$ cat config.mk
export PLATFORM = sky130hd
export DESIGN_NAME = prcl_counter
export DESIGN_NICKNAME = d
export VERILOG_FILES = /design/src/inc/prcl_pkg.sv /design/src/rtl/prcl_sync.sv /design/src/rtl/prcl_counter.sv
export VERILOG_INCLUDE_DIRS = /design/src /design/src/inc
export SDC_FILE = /design/constraint.sdc
export NUM_CORES = 1
export LEC_CHECK = 0
export ABC_AREA = 1
export BUFFER_PORTS_ARGS = -buffer_cell sky130_fd_sc_hd__buf_4
export CORE_MARGIN = 8
export CORE_UTILIZATION = 40
export DETAILED_ROUTE_END_ITERATION = 12
export PLACE_DENSITY = 0.62
export SYNTH_ARGS = -nofsm -noshare
export SYNTH_HDL_FRONTEND = slang
export SYNTH_SLANG_ARGS = --single-unit
$ cat constraint.sdc
create_clock -name i_sys_clk -period 1 [get_ports i_sys_clk]
set_clock_uncertainty 0.2 [all_clocks]
set_input_delay 0.15 -clock i_sys_clk [delete_from_list [all_inputs] [get_ports i_sys_clk]]
set_output_delay 0.15 -clock i_sys_clk [all_outputs]
set_load 0.05 [all_outputs]
$ cat src/inc/prcl_map.svh
// Constants for the presettable ripple counter and latch.
// Assumes inclusion by bare name; holds definitions only.
`ifndef PRCL_MAP_SVH
`define PRCL_MAP_SVH
`define PRCL_WIDTH 4
`define PRCL_HI_WIDTH 3
`define PRCL_RESET_VALUE 4'h0
`define PRCL_LO_BIT 0
`endif

$ cat src/inc/prcl_pkg.sv
// Types for the presettable ripple counter and latch.
// Assumes prcl_map.svh is on the include path.
`include "prcl_map.svh"
package prcl_pkg;
   typedef struct packed {
      logic clear_n;
      logic load_n;
      logic [`PRCL_WIDTH-1:0] data;
   } prcl_ctrl_t;
   typedef enum logic [1:0] {PRCL_CLEAR, PRCL_LOAD, PRCL_COUNT} prcl_mode_t;
endpackage

$ cat src/rtl/prcl_sync.sv
// Two-flop synchroniser with falling-edge detector for a pin clock.
// Assumes i_pin is asynchronous to i_sys_clk.
`timescale 1ns/1ps
module prcl_sync
(
   input wire logic i_sys_clk,
   input wire logic i_reset,
   input wire logic i_pin,
   output logic o_level,
   output logic o_fall
);
   logic meta_r;
   logic sync_r;
   logic prev_r;
   always_ff @(posedge i_sys_clk)
   begin
      if (i_reset)
      begin
         meta_r <= 1'b1;
         sync_r <= 1'b1;
         prev_r <= 1'b1;
      end
      else
      begin
         meta_r <= i_pin;
         sync_r <= meta_r;
         prev_r <= sync_r;
      end
   end
   assign o_level = sync_r;
   // Only the second stage and its delayed copy feed the edge detector.
   assign o_fall = prev_r & ~sync_r;
endmodule

$ cat src/rtl/prcl_counter.sv
// Presettable four-stage counter and transparent latch, modelled on one clock.
// Assumes all pins but i_sys_clk and i_reset are asynchronous; each of those passes two flops before use.
//
// Functional notes
// [RULE1] Four stages: a divide-by-two stage and a divide-by-eight stage, separate clocks.
// [RULE2] Load strobe low makes outputs equal data inputs regardless of clocks.
// [RULE3] While load strobe stays low, outputs follow data inputs continuously.
// [RULE4] Strobe high and clocks idle: outputs hold their value.
// [RULE5] Each stage advances only on the falling edge of its clock.
// [RULE6] Clear low forces all outputs low regardless of clocks.
// [RULE7] Outside logic routes first-stage output to second clock for binary count.
// [RULE8] Clear wins over load when both are asserted.
`timescale 1ns/1ps
`include "prcl_map.svh"
module prcl_counter
(
   input wire logic i_sys_clk,
   input wire logic i_reset,
   input wire logic i_clk1,
   input wire logic i_clk2,
   input wire logic i_load_n,
   input wire logic i_clear_n,
   input wire logic [`PRCL_WIDTH-1:0] i_data,
   output logic [`PRCL_WIDTH-1:0] o_q
);
   ////////////////////////////////////////////////////////////////////////////
   prcl_pkg::prcl_ctrl_t ctrl_m_r;
   prcl_pkg::prcl_ctrl_t ctrl_r;
   prcl_pkg::prcl_mode_t mode;
   logic fall1;
   logic fall2;
   logic [`PRCL_WIDTH-1:0] q_r;
   logic [`PRCL_WIDTH-1:0] q_nxt;
   logic lo_nxt;
   logic [`PRCL_HI_WIDTH-1:0] hi_nxt;
   logic level1;
   logic level2;

   // Limitation: the data bits cross without a handshake, so a data change that
   // straddles a sample can show a mixed value for one cycle before it settles.
   // Each control pin crosses through two flops before any logic reads it.
   always_ff @(posedge i_sys_clk)
   begin
      if (i_reset)
      begin
         ctrl_m_r <= '{clear_n: 1'b1, load_n: 1'b1, data: `PRCL_RESET_VALUE};
         ctrl_r <= '{clear_n: 1'b1, load_n: 1'b1, data: `PRCL_RESET_VALUE};
      end
      else
      begin
         ctrl_m_r <= '{clear_n: i_clear_n, load_n: i_load_n, data: i_data};
         ctrl_r <= ctrl_m_r;
      end
   end

   prcl_sync u_sync1
   (
      .i_sys_clk(i_sys_clk),
      .i_reset(i_reset),
      .i_pin(i_clk1),
      .o_level(level1),
      .o_fall(fall1)
   );

   prcl_sync u_sync2
   (
      .i_sys_clk(i_sys_clk),
      .i_reset(i_reset),
      .i_pin(i_clk2),
      .o_level(level2),
      .o_fall(fall2)
   );

   ////////////////////////////////////////////////////////////////////////////
   // Clear beats load, load beats counting.
   assign mode = !ctrl_r.clear_n ? prcl_pkg::PRCL_CLEAR : // RULE8 RULE6
                 !ctrl_r.load_n ? prcl_pkg::PRCL_LOAD : prcl_pkg::PRCL_COUNT;
   // The two stages are independent; chaining them is left to outside wiring.
   assign lo_nxt = fall1 ? ~q_r[`PRCL_LO_BIT] : q_r[`PRCL_LO_BIT]; // RULE1 RULE5
   assign hi_nxt = fall2 ? q_r[`PRCL_WIDTH-1:1] + 3'h1 : q_r[`PRCL_WIDTH-1:1]; // RULE1 RULE5

   always_comb
   begin
      q_nxt = q_r; // RULE4
      unique case (mode)
         prcl_pkg::PRCL_CLEAR: q_nxt = `PRCL_RESET_VALUE; // RULE6
         prcl_pkg::PRCL_LOAD: q_nxt = ctrl_r.data; // RULE2 RULE3
         prcl_pkg::PRCL_COUNT: q_nxt = {hi_nxt, lo_nxt};
      endcase
   end

   always_ff @(posedge i_sys_clk)
   begin
      if (i_reset)
         q_r <= `PRCL_RESET_VALUE;
      else
         q_r <= q_nxt;
   end

   // The outputs come straight from flops, so a mode change never glitches them.
   // The price is latency: a pin change shows three system cycles later.
   assign o_q = q_r;

   ////////////////////////////////////////////////////////////////////////////
   // The output flops add latency, so every check looks one cycle after its cause.
   AST_CLEAR_LOW: assert property (@(posedge i_sys_clk) disable iff (i_reset) // RULE6
      !ctrl_r.clear_n |=> (o_q == 4'h0))
      else $error("Output not low after clear.");
   AST_CLEAR_WINS: assert property (@(posedge i_sys_clk) disable iff (i_reset) // RULE8
      (!ctrl_r.clear_n && !ctrl_r.load_n && ctrl_r.data != 4'h0) |=> (o_q == 4'h0))
      else $error("Load overrode clear.");
   AST_LOAD_DATA: assert property (@(posedge i_sys_clk) disable iff (i_reset) // RULE2
      (ctrl_r.clear_n && !ctrl_r.load_n && (fall1 || fall2)) |=> (o_q == $past(ctrl_r.data)))
      else $error("Load ignored during clock edge.");
   AST_LATCH_TRACK: assert property (@(posedge i_sys_clk) disable iff (i_reset) // RULE3
      (ctrl_r.clear_n && !ctrl_r.load_n)[*2] |=> (o_q == $past(ctrl_r.data)))
      else $error("Latch not transparent.");
   AST_HOLD: assert property (@(posedge i_sys_clk) disable iff (i_reset) // RULE4
      (ctrl_r.clear_n && ctrl_r.load_n && !fall1 && !fall2) |=> $stable(o_q))
      else $error("Output changed while idle.");
   AST_LO_TOGGLE: assert property (@(posedge i_sys_clk) disable iff (i_reset) // RULE5
      (ctrl_r.clear_n && ctrl_r.load_n && fall1) |=> (o_q[0] != $past(o_q[0])))
      else $error("First stage did not toggle.");
   AST_HI_STEP: assert property (@(posedge i_sys_clk) disable iff (i_reset) // RULE1
      (ctrl_r.clear_n && ctrl_r.load_n && fall2)
      |=> (o_q[3:1] == $past(o_q[3:1]) + 3'h1))
      else $error("Divide-by-eight stage did not step.");
   AST_HI_ONLY_ON_CLK2: assert property (@(posedge i_sys_clk) disable iff (i_reset) // RULE5
      (ctrl_r.clear_n && ctrl_r.load_n && !fall2) |=> $stable(o_q[3:1]))
      else $error("High stages moved without clock.");

   COV_CLEAR: cover property (@(posedge i_sys_clk) disable iff (i_reset)
      o_q != 4'h0 ##1 !ctrl_r.clear_n);
   COV_LOAD: cover property (@(posedge i_sys_clk) disable iff (i_reset)
      !ctrl_r.load_n ##1 ctrl_r.load_n);
   COV_WRAP: cover property (@(posedge i_sys_clk) disable iff (i_reset)
      o_q[3:1] == 3'h7 ##1 o_q[3:1] == 3'h0);
   COV_LATCH: cover property (@(posedge i_sys_clk) disable iff (i_reset)
      (ctrl_r.clear_n && !ctrl_r.load_n) ##1 (!ctrl_r.load_n && $changed(ctrl_r.data)));
   COV_CARRY: cover property (@(posedge i_sys_clk) disable iff (i_reset)
      fall1 ##[1:8] fall2);

   ////////////////////////////////////////////////////////////////////////////
   // Clock activity must leave a clear or a load alone; both act as pure levels.
   AST_CLEAR_IGNORES_CLK: assert property (@(posedge i_sys_clk) disable iff (i_reset) // RULE6
      (!ctrl_r.clear_n && (fall1 || fall2))
      |=> (o_q == 4'h0))
      else $error("Clock edge disturbed clear.");
   AST_LOAD_NOW: assert property (@(posedge i_sys_clk) disable iff (i_reset) // RULE2
      (ctrl_r.clear_n && !ctrl_r.load_n)
      |=> (o_q == $past(ctrl_r.data)))
      else $error("Load did not reach the outputs.");

   // The stages share only the mode, so each clock must reach its own stage alone.
   AST_LO_ONLY_ON_CLK1: assert property (@(posedge i_sys_clk) disable iff (i_reset) // RULE5
      (ctrl_r.clear_n && ctrl_r.load_n && !fall1)
      |=> $stable(o_q[0]))
      else $error("First stage moved without clock.");
   AST_HI_LEAVES_LO: assert property (@(posedge i_sys_clk) disable iff (i_reset) // RULE1
      (ctrl_r.clear_n && ctrl_r.load_n && fall2 && !fall1)
      |=> (o_q[0] == $past(o_q[0])))
      else $error("Second clock moved the first stage.");
   AST_LO_LEAVES_HI: assert property (@(posedge i_sys_clk) disable iff (i_reset) // RULE1
      (ctrl_r.clear_n && ctrl_r.load_n && fall1 && !fall2)
      |=> (o_q[3:1] == $past(o_q[3:1])))
      else $error("First clock moved the second stage.");

   // A pin pulse shorter than one system cycle can fall between samples and be
   // lost, so the far side must hold each clock level for two cycles at least.
   AST_CLK1_LOW_WIDTH: assert property (@(posedge i_sys_clk) disable iff (i_reset) // RULE5
      $fell(level1)
      |=> !level1)
      else $error("First clock low for under two cycles.");
   AST_CLK1_HIGH_WIDTH: assert property (@(posedge i_sys_clk) disable iff (i_reset) // RULE5
      $rose(level1)
      |=> level1)
      else $error("First clock high for under two cycles.");
   AST_CLK2_LOW_WIDTH: assert property (@(posedge i_sys_clk) disable iff (i_reset) // RULE5
      $fell(level2)
      |=> !level2)
      else $error("Second clock low for under two cycles.");
   AST_CLK2_HIGH_WIDTH: assert property (@(posedge i_sys_clk) disable iff (i_reset) // RULE5
      $rose(level2)
      |=> level2)
      else $error("Second clock high for under two cycles.");

   ////////////////////////////////////////////////////////////////////////////
   // End-to-end checks from the pins, so a broken crossing cannot hide behind the
   // internal checks above. A pin is sampled at the same edge as its first flop.
   AST_PIN_CLEAR: assert property (@(posedge i_sys_clk) disable iff (i_reset) // RULE6
      !i_clear_n
      |-> ##3 (o_q == 4'h0))
      else $error("Clear pin did not reach the outputs.");
   AST_PIN_LOAD: assert property (@(posedge i_sys_clk) disable iff (i_reset) // RULE2
      (i_clear_n && !i_load_n)
      |-> ##3 (o_q == $past(i_data, 3)))
      else $error("Load pin did not reach the outputs.");
   AST_RESET_ZERO: assert property (@(posedge i_sys_clk)
      i_reset
      |=> (o_q == 4'h0))
      else $error("Outputs not low after reset.");

   ////////////////////////////////////////////////////////////////////////////
   // Reference copy of the outputs taken as the block goes idle, so a hold is
   // checked over a whole idle stretch, not only from one cycle to the next.
   logic idle_w;
   logic idle_r;
   logic [`PRCL_WIDTH-1:0] hold_ref_r;
   assign idle_w = ctrl_r.clear_n && ctrl_r.load_n && !fall1 && !fall2;

   always_ff @(posedge i_sys_clk)
   begin
      if (i_reset)
      begin
         idle_r <= 1'b0;
         hold_ref_r <= `PRCL_RESET_VALUE;
      end
      else
      begin
         idle_r <= idle_w;
         if (!idle_r)
            hold_ref_r <= q_r;
      end
   end

   AST_HOLD_LONG: assert property (@(posedge i_sys_clk) disable iff (i_reset) // RULE4
      idle_r
      |-> (o_q == hold_ref_r))
      else $error("Output drifted during an idle stretch.");
endmodule

# ---- After elaboration in Yosys (flattened, before gate mapping)
# Cells that the tools add are included.
dict set report classes {
  addsub 1
  n_eq_ne 4
  n_mux 5
  bitwise_logic 5
  reduce_logical 1
}
# cell n
set op_table {}
lappend op_table {{$pmux 4 s3} 1}
lappend op_table {{$mux 2} 2}
lappend op_table {{$ne 2x2->1 const B} 2}
lappend op_table {{$add 3x1->3 const B} 1}
lappend op_table {{$mux 3} 1}
lappend op_table {{$not 1->1} 3}
lappend op_table {{$and 1x1->1} 2}
lappend op_table {{$eq 2x1->1 const B} 1}
lappend op_table {{$eq 2x2->1 const B} 1}
lappend op_table {{$logic_not 2->1} 1}
lappend op_table {{$mux 1} 1}
dict set report totals {
  register_bits 22
}

# ---- Depth between registers and ports, before layout
dict set report logic_depth {
  word_depth 4
  depth_mapped 7
  depth_no_buf 7
}

# ---- By module
# A second synthesis with hierarchy kept.
dict set report unflattened {
  hier_cells 100
  area_unflattened_um2 769.5
}
# mod instances cells_per_inst area_each_um2 seq_area_each_um2
set by_module_without_submodules {}
lappend by_module_without_submodules {prcl_counter 1 76 581.8 320.3}
lappend by_module_without_submodules {prcl_sync 2 12 93.8 60.1}

# ---- Least setup slack after synthesis
# OpenSTA, ideal clock, no wires.
dict set report synth_path {
  path_kind {register -> register}
  from {register q_r[1] (netlist: o_q[1])}
  to {register q_r[2] (netlist: o_q[2])}
  setup_ps 114
  arrival_time_ps 1169
  t_required_ps 686
  path_slack_ps -484
  path_stages_with_launch 6
  path_buffers 0
  synth_period_minus_slack_ps 1484
  cell_sequence {dfxtp_1 ha_1 nand2_1 nand2_1 nor2_1 nor2_1}
}
dict set report synth_between {
  elab_chain_len 3
}
# element line
set synth_rtl {}
lappend synth_rtl {{start: declaration} prcl_counter.sv:32} ;# logic [`PRCL_WIDTH-1:0] q_r;
lappend synth_rtl {{start signal: assignment} prcl_counter.sv:95} ;# q_r <= `PRCL_RESET_VALUE;
lappend synth_rtl {{start signal: assignment} prcl_counter.sv:97} ;# q_r <= q_nxt;
lappend synth_rtl {{$add 3x1->3} prcl_counter.sv:80} ;# assign hi_nxt = fall2 ? q_r[`PRCL_WIDTH-1:1] + 3'h1 : q_r[`PRCL_WIDTH-1:1];
lappend synth_rtl {{$mux 3} prcl_counter.sv:80}
lappend synth_rtl {{$pmux 4 s3} prcl_counter.sv:85} ;# unique case (mode)
# No other way between the ends. The select of a mux whose other input is x is not followed.
# A chain may end at the register's enable or synchronous reset.

# ---- Final worst setup path
dict set report layout_path {
  from {register q_r[2] (netlist: o_q[2])}
  to {output port o_q[2]}
}
# element line
set layout_lines {}
lappend layout_lines {{end: declaration} prcl_counter.sv:24} ;# output logic [`PRCL_WIDTH-1:0] o_q
# No word-level cell between the ends.

==> metrics.yaml <==
status: "finished, violations left"
violations: "hold timing, setup timing"
async_reset_ff_frac: 0
fmax_mhz: 794
synth_top_area_frac: 0.574
hold_ws_ps: -161
finalPower_uw: 1720
routabilityCongestion: 0.770
dp_hpwl_microns: 871
final_cell_mix: "nor2_1 (16), dfxtp_1 (16), inv_1 (14), buf_4 (14), or2_1 (9)"
grtUsageTotal: 0.0888
route.detailed.drc: 0
first_pass_iters: 3
wirelength_mm: 1.33
finalNetCount: 135
muxShareOfSynthArea: 0
layout_setup_ws_ps: -260
syn_area_per_cell_sq_um: 8.43
synth_nets: 102
synth.yosys.seq_area_share: 0.574
synth-xor-area-share: 0
crit_fanout: 2
vias: 614
die_x_microns: 59.8
cp.required_ps: 650
hold_viol: 17
synthSimpleGateAreaFrac: 0.277
setup_viol: 9
arrival_ps: 910
power_density_nw_per_um2: 1460
netlist_area_sq_um: 767
ys_seq_elements: 22
clkSlewWorstSetupHoldPaths_ps: 110
fin_crit_ps: 1260
num_io_pins: 14
synth_edf_count: 0
dieArea_sq_um: 3570
synth_area_leader_cell: "dfxtp_1"
n_fill_cell: 176
finalCritPeriodShare: 1.26
row_count: 16
multi_input_comb_area_sq_um: 303
ctsHtreeMaxLevel: 1
clock_path_buffers: 2
synth_fa_ha_area_frac: 0.0163
viasPerCell: 4.09
syn_inst: 91
worstMarginPinSlew_ps: 196
grt_pass1_wl_mm: 2.42
grt_max_degree: 19
gr-total-overflow: 0
hp-class: "primary input to flip-flop"
syn_to_final_growth_pct: 53.7
antenna_left: 0
antenna_found_initial: 0
power.leakage_uw: 0.000559
yosys-top-cells-area: "dfxtp_1 (57%), nor2_1 (8.8%), inv_1 (7.8%)"
post_drt_wl_per_cell_microns: 8.83
port_buffers: 13
holdBufCountCts: 7
yosysWarnings: 0
relSlewSlack: 0.869
maxSlewViolCount: 0
maxCapViolCount: 0
ir_worst_vdd_mv: 0.780
placeableCoreArea_sq_um: 1880
initial_core_util: 0.408
cts_tree: "done"
seq_area_sq_um: 458
layout-drive-gt1-share: 0.407
clockRootBuffer: "clkbuf_4"
num_antenna_cells: 0
die_y_microns: 59.8
critPathLaunchType: "flip-flop"
clk-insertion-delay-late_ps: 290
drt_iter0_drc: 2
synth-compound-area-share: 0.0326
rsz0062_at_grt: "true"
synth_top_family_by_area: "simple AND/OR/NAND/NOR gates"
cts_buffers: 3
synth_cell_type_count: 15
synth_flop_cell: "dfxtp_1"
end_kind: "output pin"
crit_type: "flip-flop to output pin"
cts_sinks: 22
grt_pass1_vias: 635
[critical path: stages, from the launching register on]
cell	delay, ps
dfxtp_4	360
buf_6	110
buf_8	140
[sequential cells by signal (all words and copies together) (netlist names)]
name and flops:
u_sync1.o_level 1, u_sync2.meta_r 1, ctrl_m_r 6, o_q 4
u_sync2.prev_r 1, u_sync2.o_level 1, u_sync1.prev_r 1, ctrl_r 6
u_sync1.meta_r 1
[per-stage QoR]
stage	setup WS [ps]	area [sq um]	util	std cells	TNS (ps)
after global routing	-320	1180	0.626	150	-1800
after CTS	-265	1140	0.606	150	-1450
after floorplan	-175	793	-	91	-355
final	-260	1180	0.626	150	-1410
after global placement	-93.6	942	0.501	133	-268
after detailed placement	-116	942	0.501	133	-306
[synth_stat cells, types with 4 or more instances]
cell	number
nand2_2	4
inv_1	16
nand3_1	4
or2_1	9
nor2_1	18
o21ai_1	4
dfxtp_1	22
nand2_1	7
[metal layers]
layer  routed length [microns]  up-vias  global-route usage
met1                       493      273              0.0743
met4                        12        0              0.0510
met3                        54        2              0.0258
li1                          -      329                   -
met2                       765       10               0.177
met5                         0        -                   0
[path summary, 6_finish.rpt]
kind / startpoint / endpoint / slack (ps) / cells after the start
worst max register to register: o_q[2] / o_q[3] / -220 / 8
worst max-delay path: o_q[2] / o_q[2] / -260 / 2
worst min register to register: ctrl_m_r[1] / ctrl_r[1] / 190 / 2
worst min-delay path: i_clk2 / u_sync2.meta_r / -160 / 2
[area by class of cell]
class                   instances  share of cell area
well taps                      27              0.0287
clock buffers                   4              0.0223
inverters                      18              0.0637
multi-input cells              50               0.257
repair buffers                 29               0.240
flip-flops and latches         22               0.389
[repair_timing]
action	4_1_cts	5_1_grt
buffers inserted	6	2
endpoints found under the setup margin	8	10
pin swaps	3	13
endpoints found under the hold margin	17	17
gates resized for setup	16	13
[where the power goes]
part / internal [uW] / switching, uW
sequential: 924 / 23.4
combinational: 202 / 183
clock: 155 / 230
total: 1280 / 436
[cell families (layout without fill, tap and decap cells)]
group	count (synthesis)	count (layout)
simple gates	44	44
flops	22	22
fa+ha+maj	1	1
compound gates	5	5
buf+inv	19	51
Note: power is estimated with default switching activity, not from simulation.
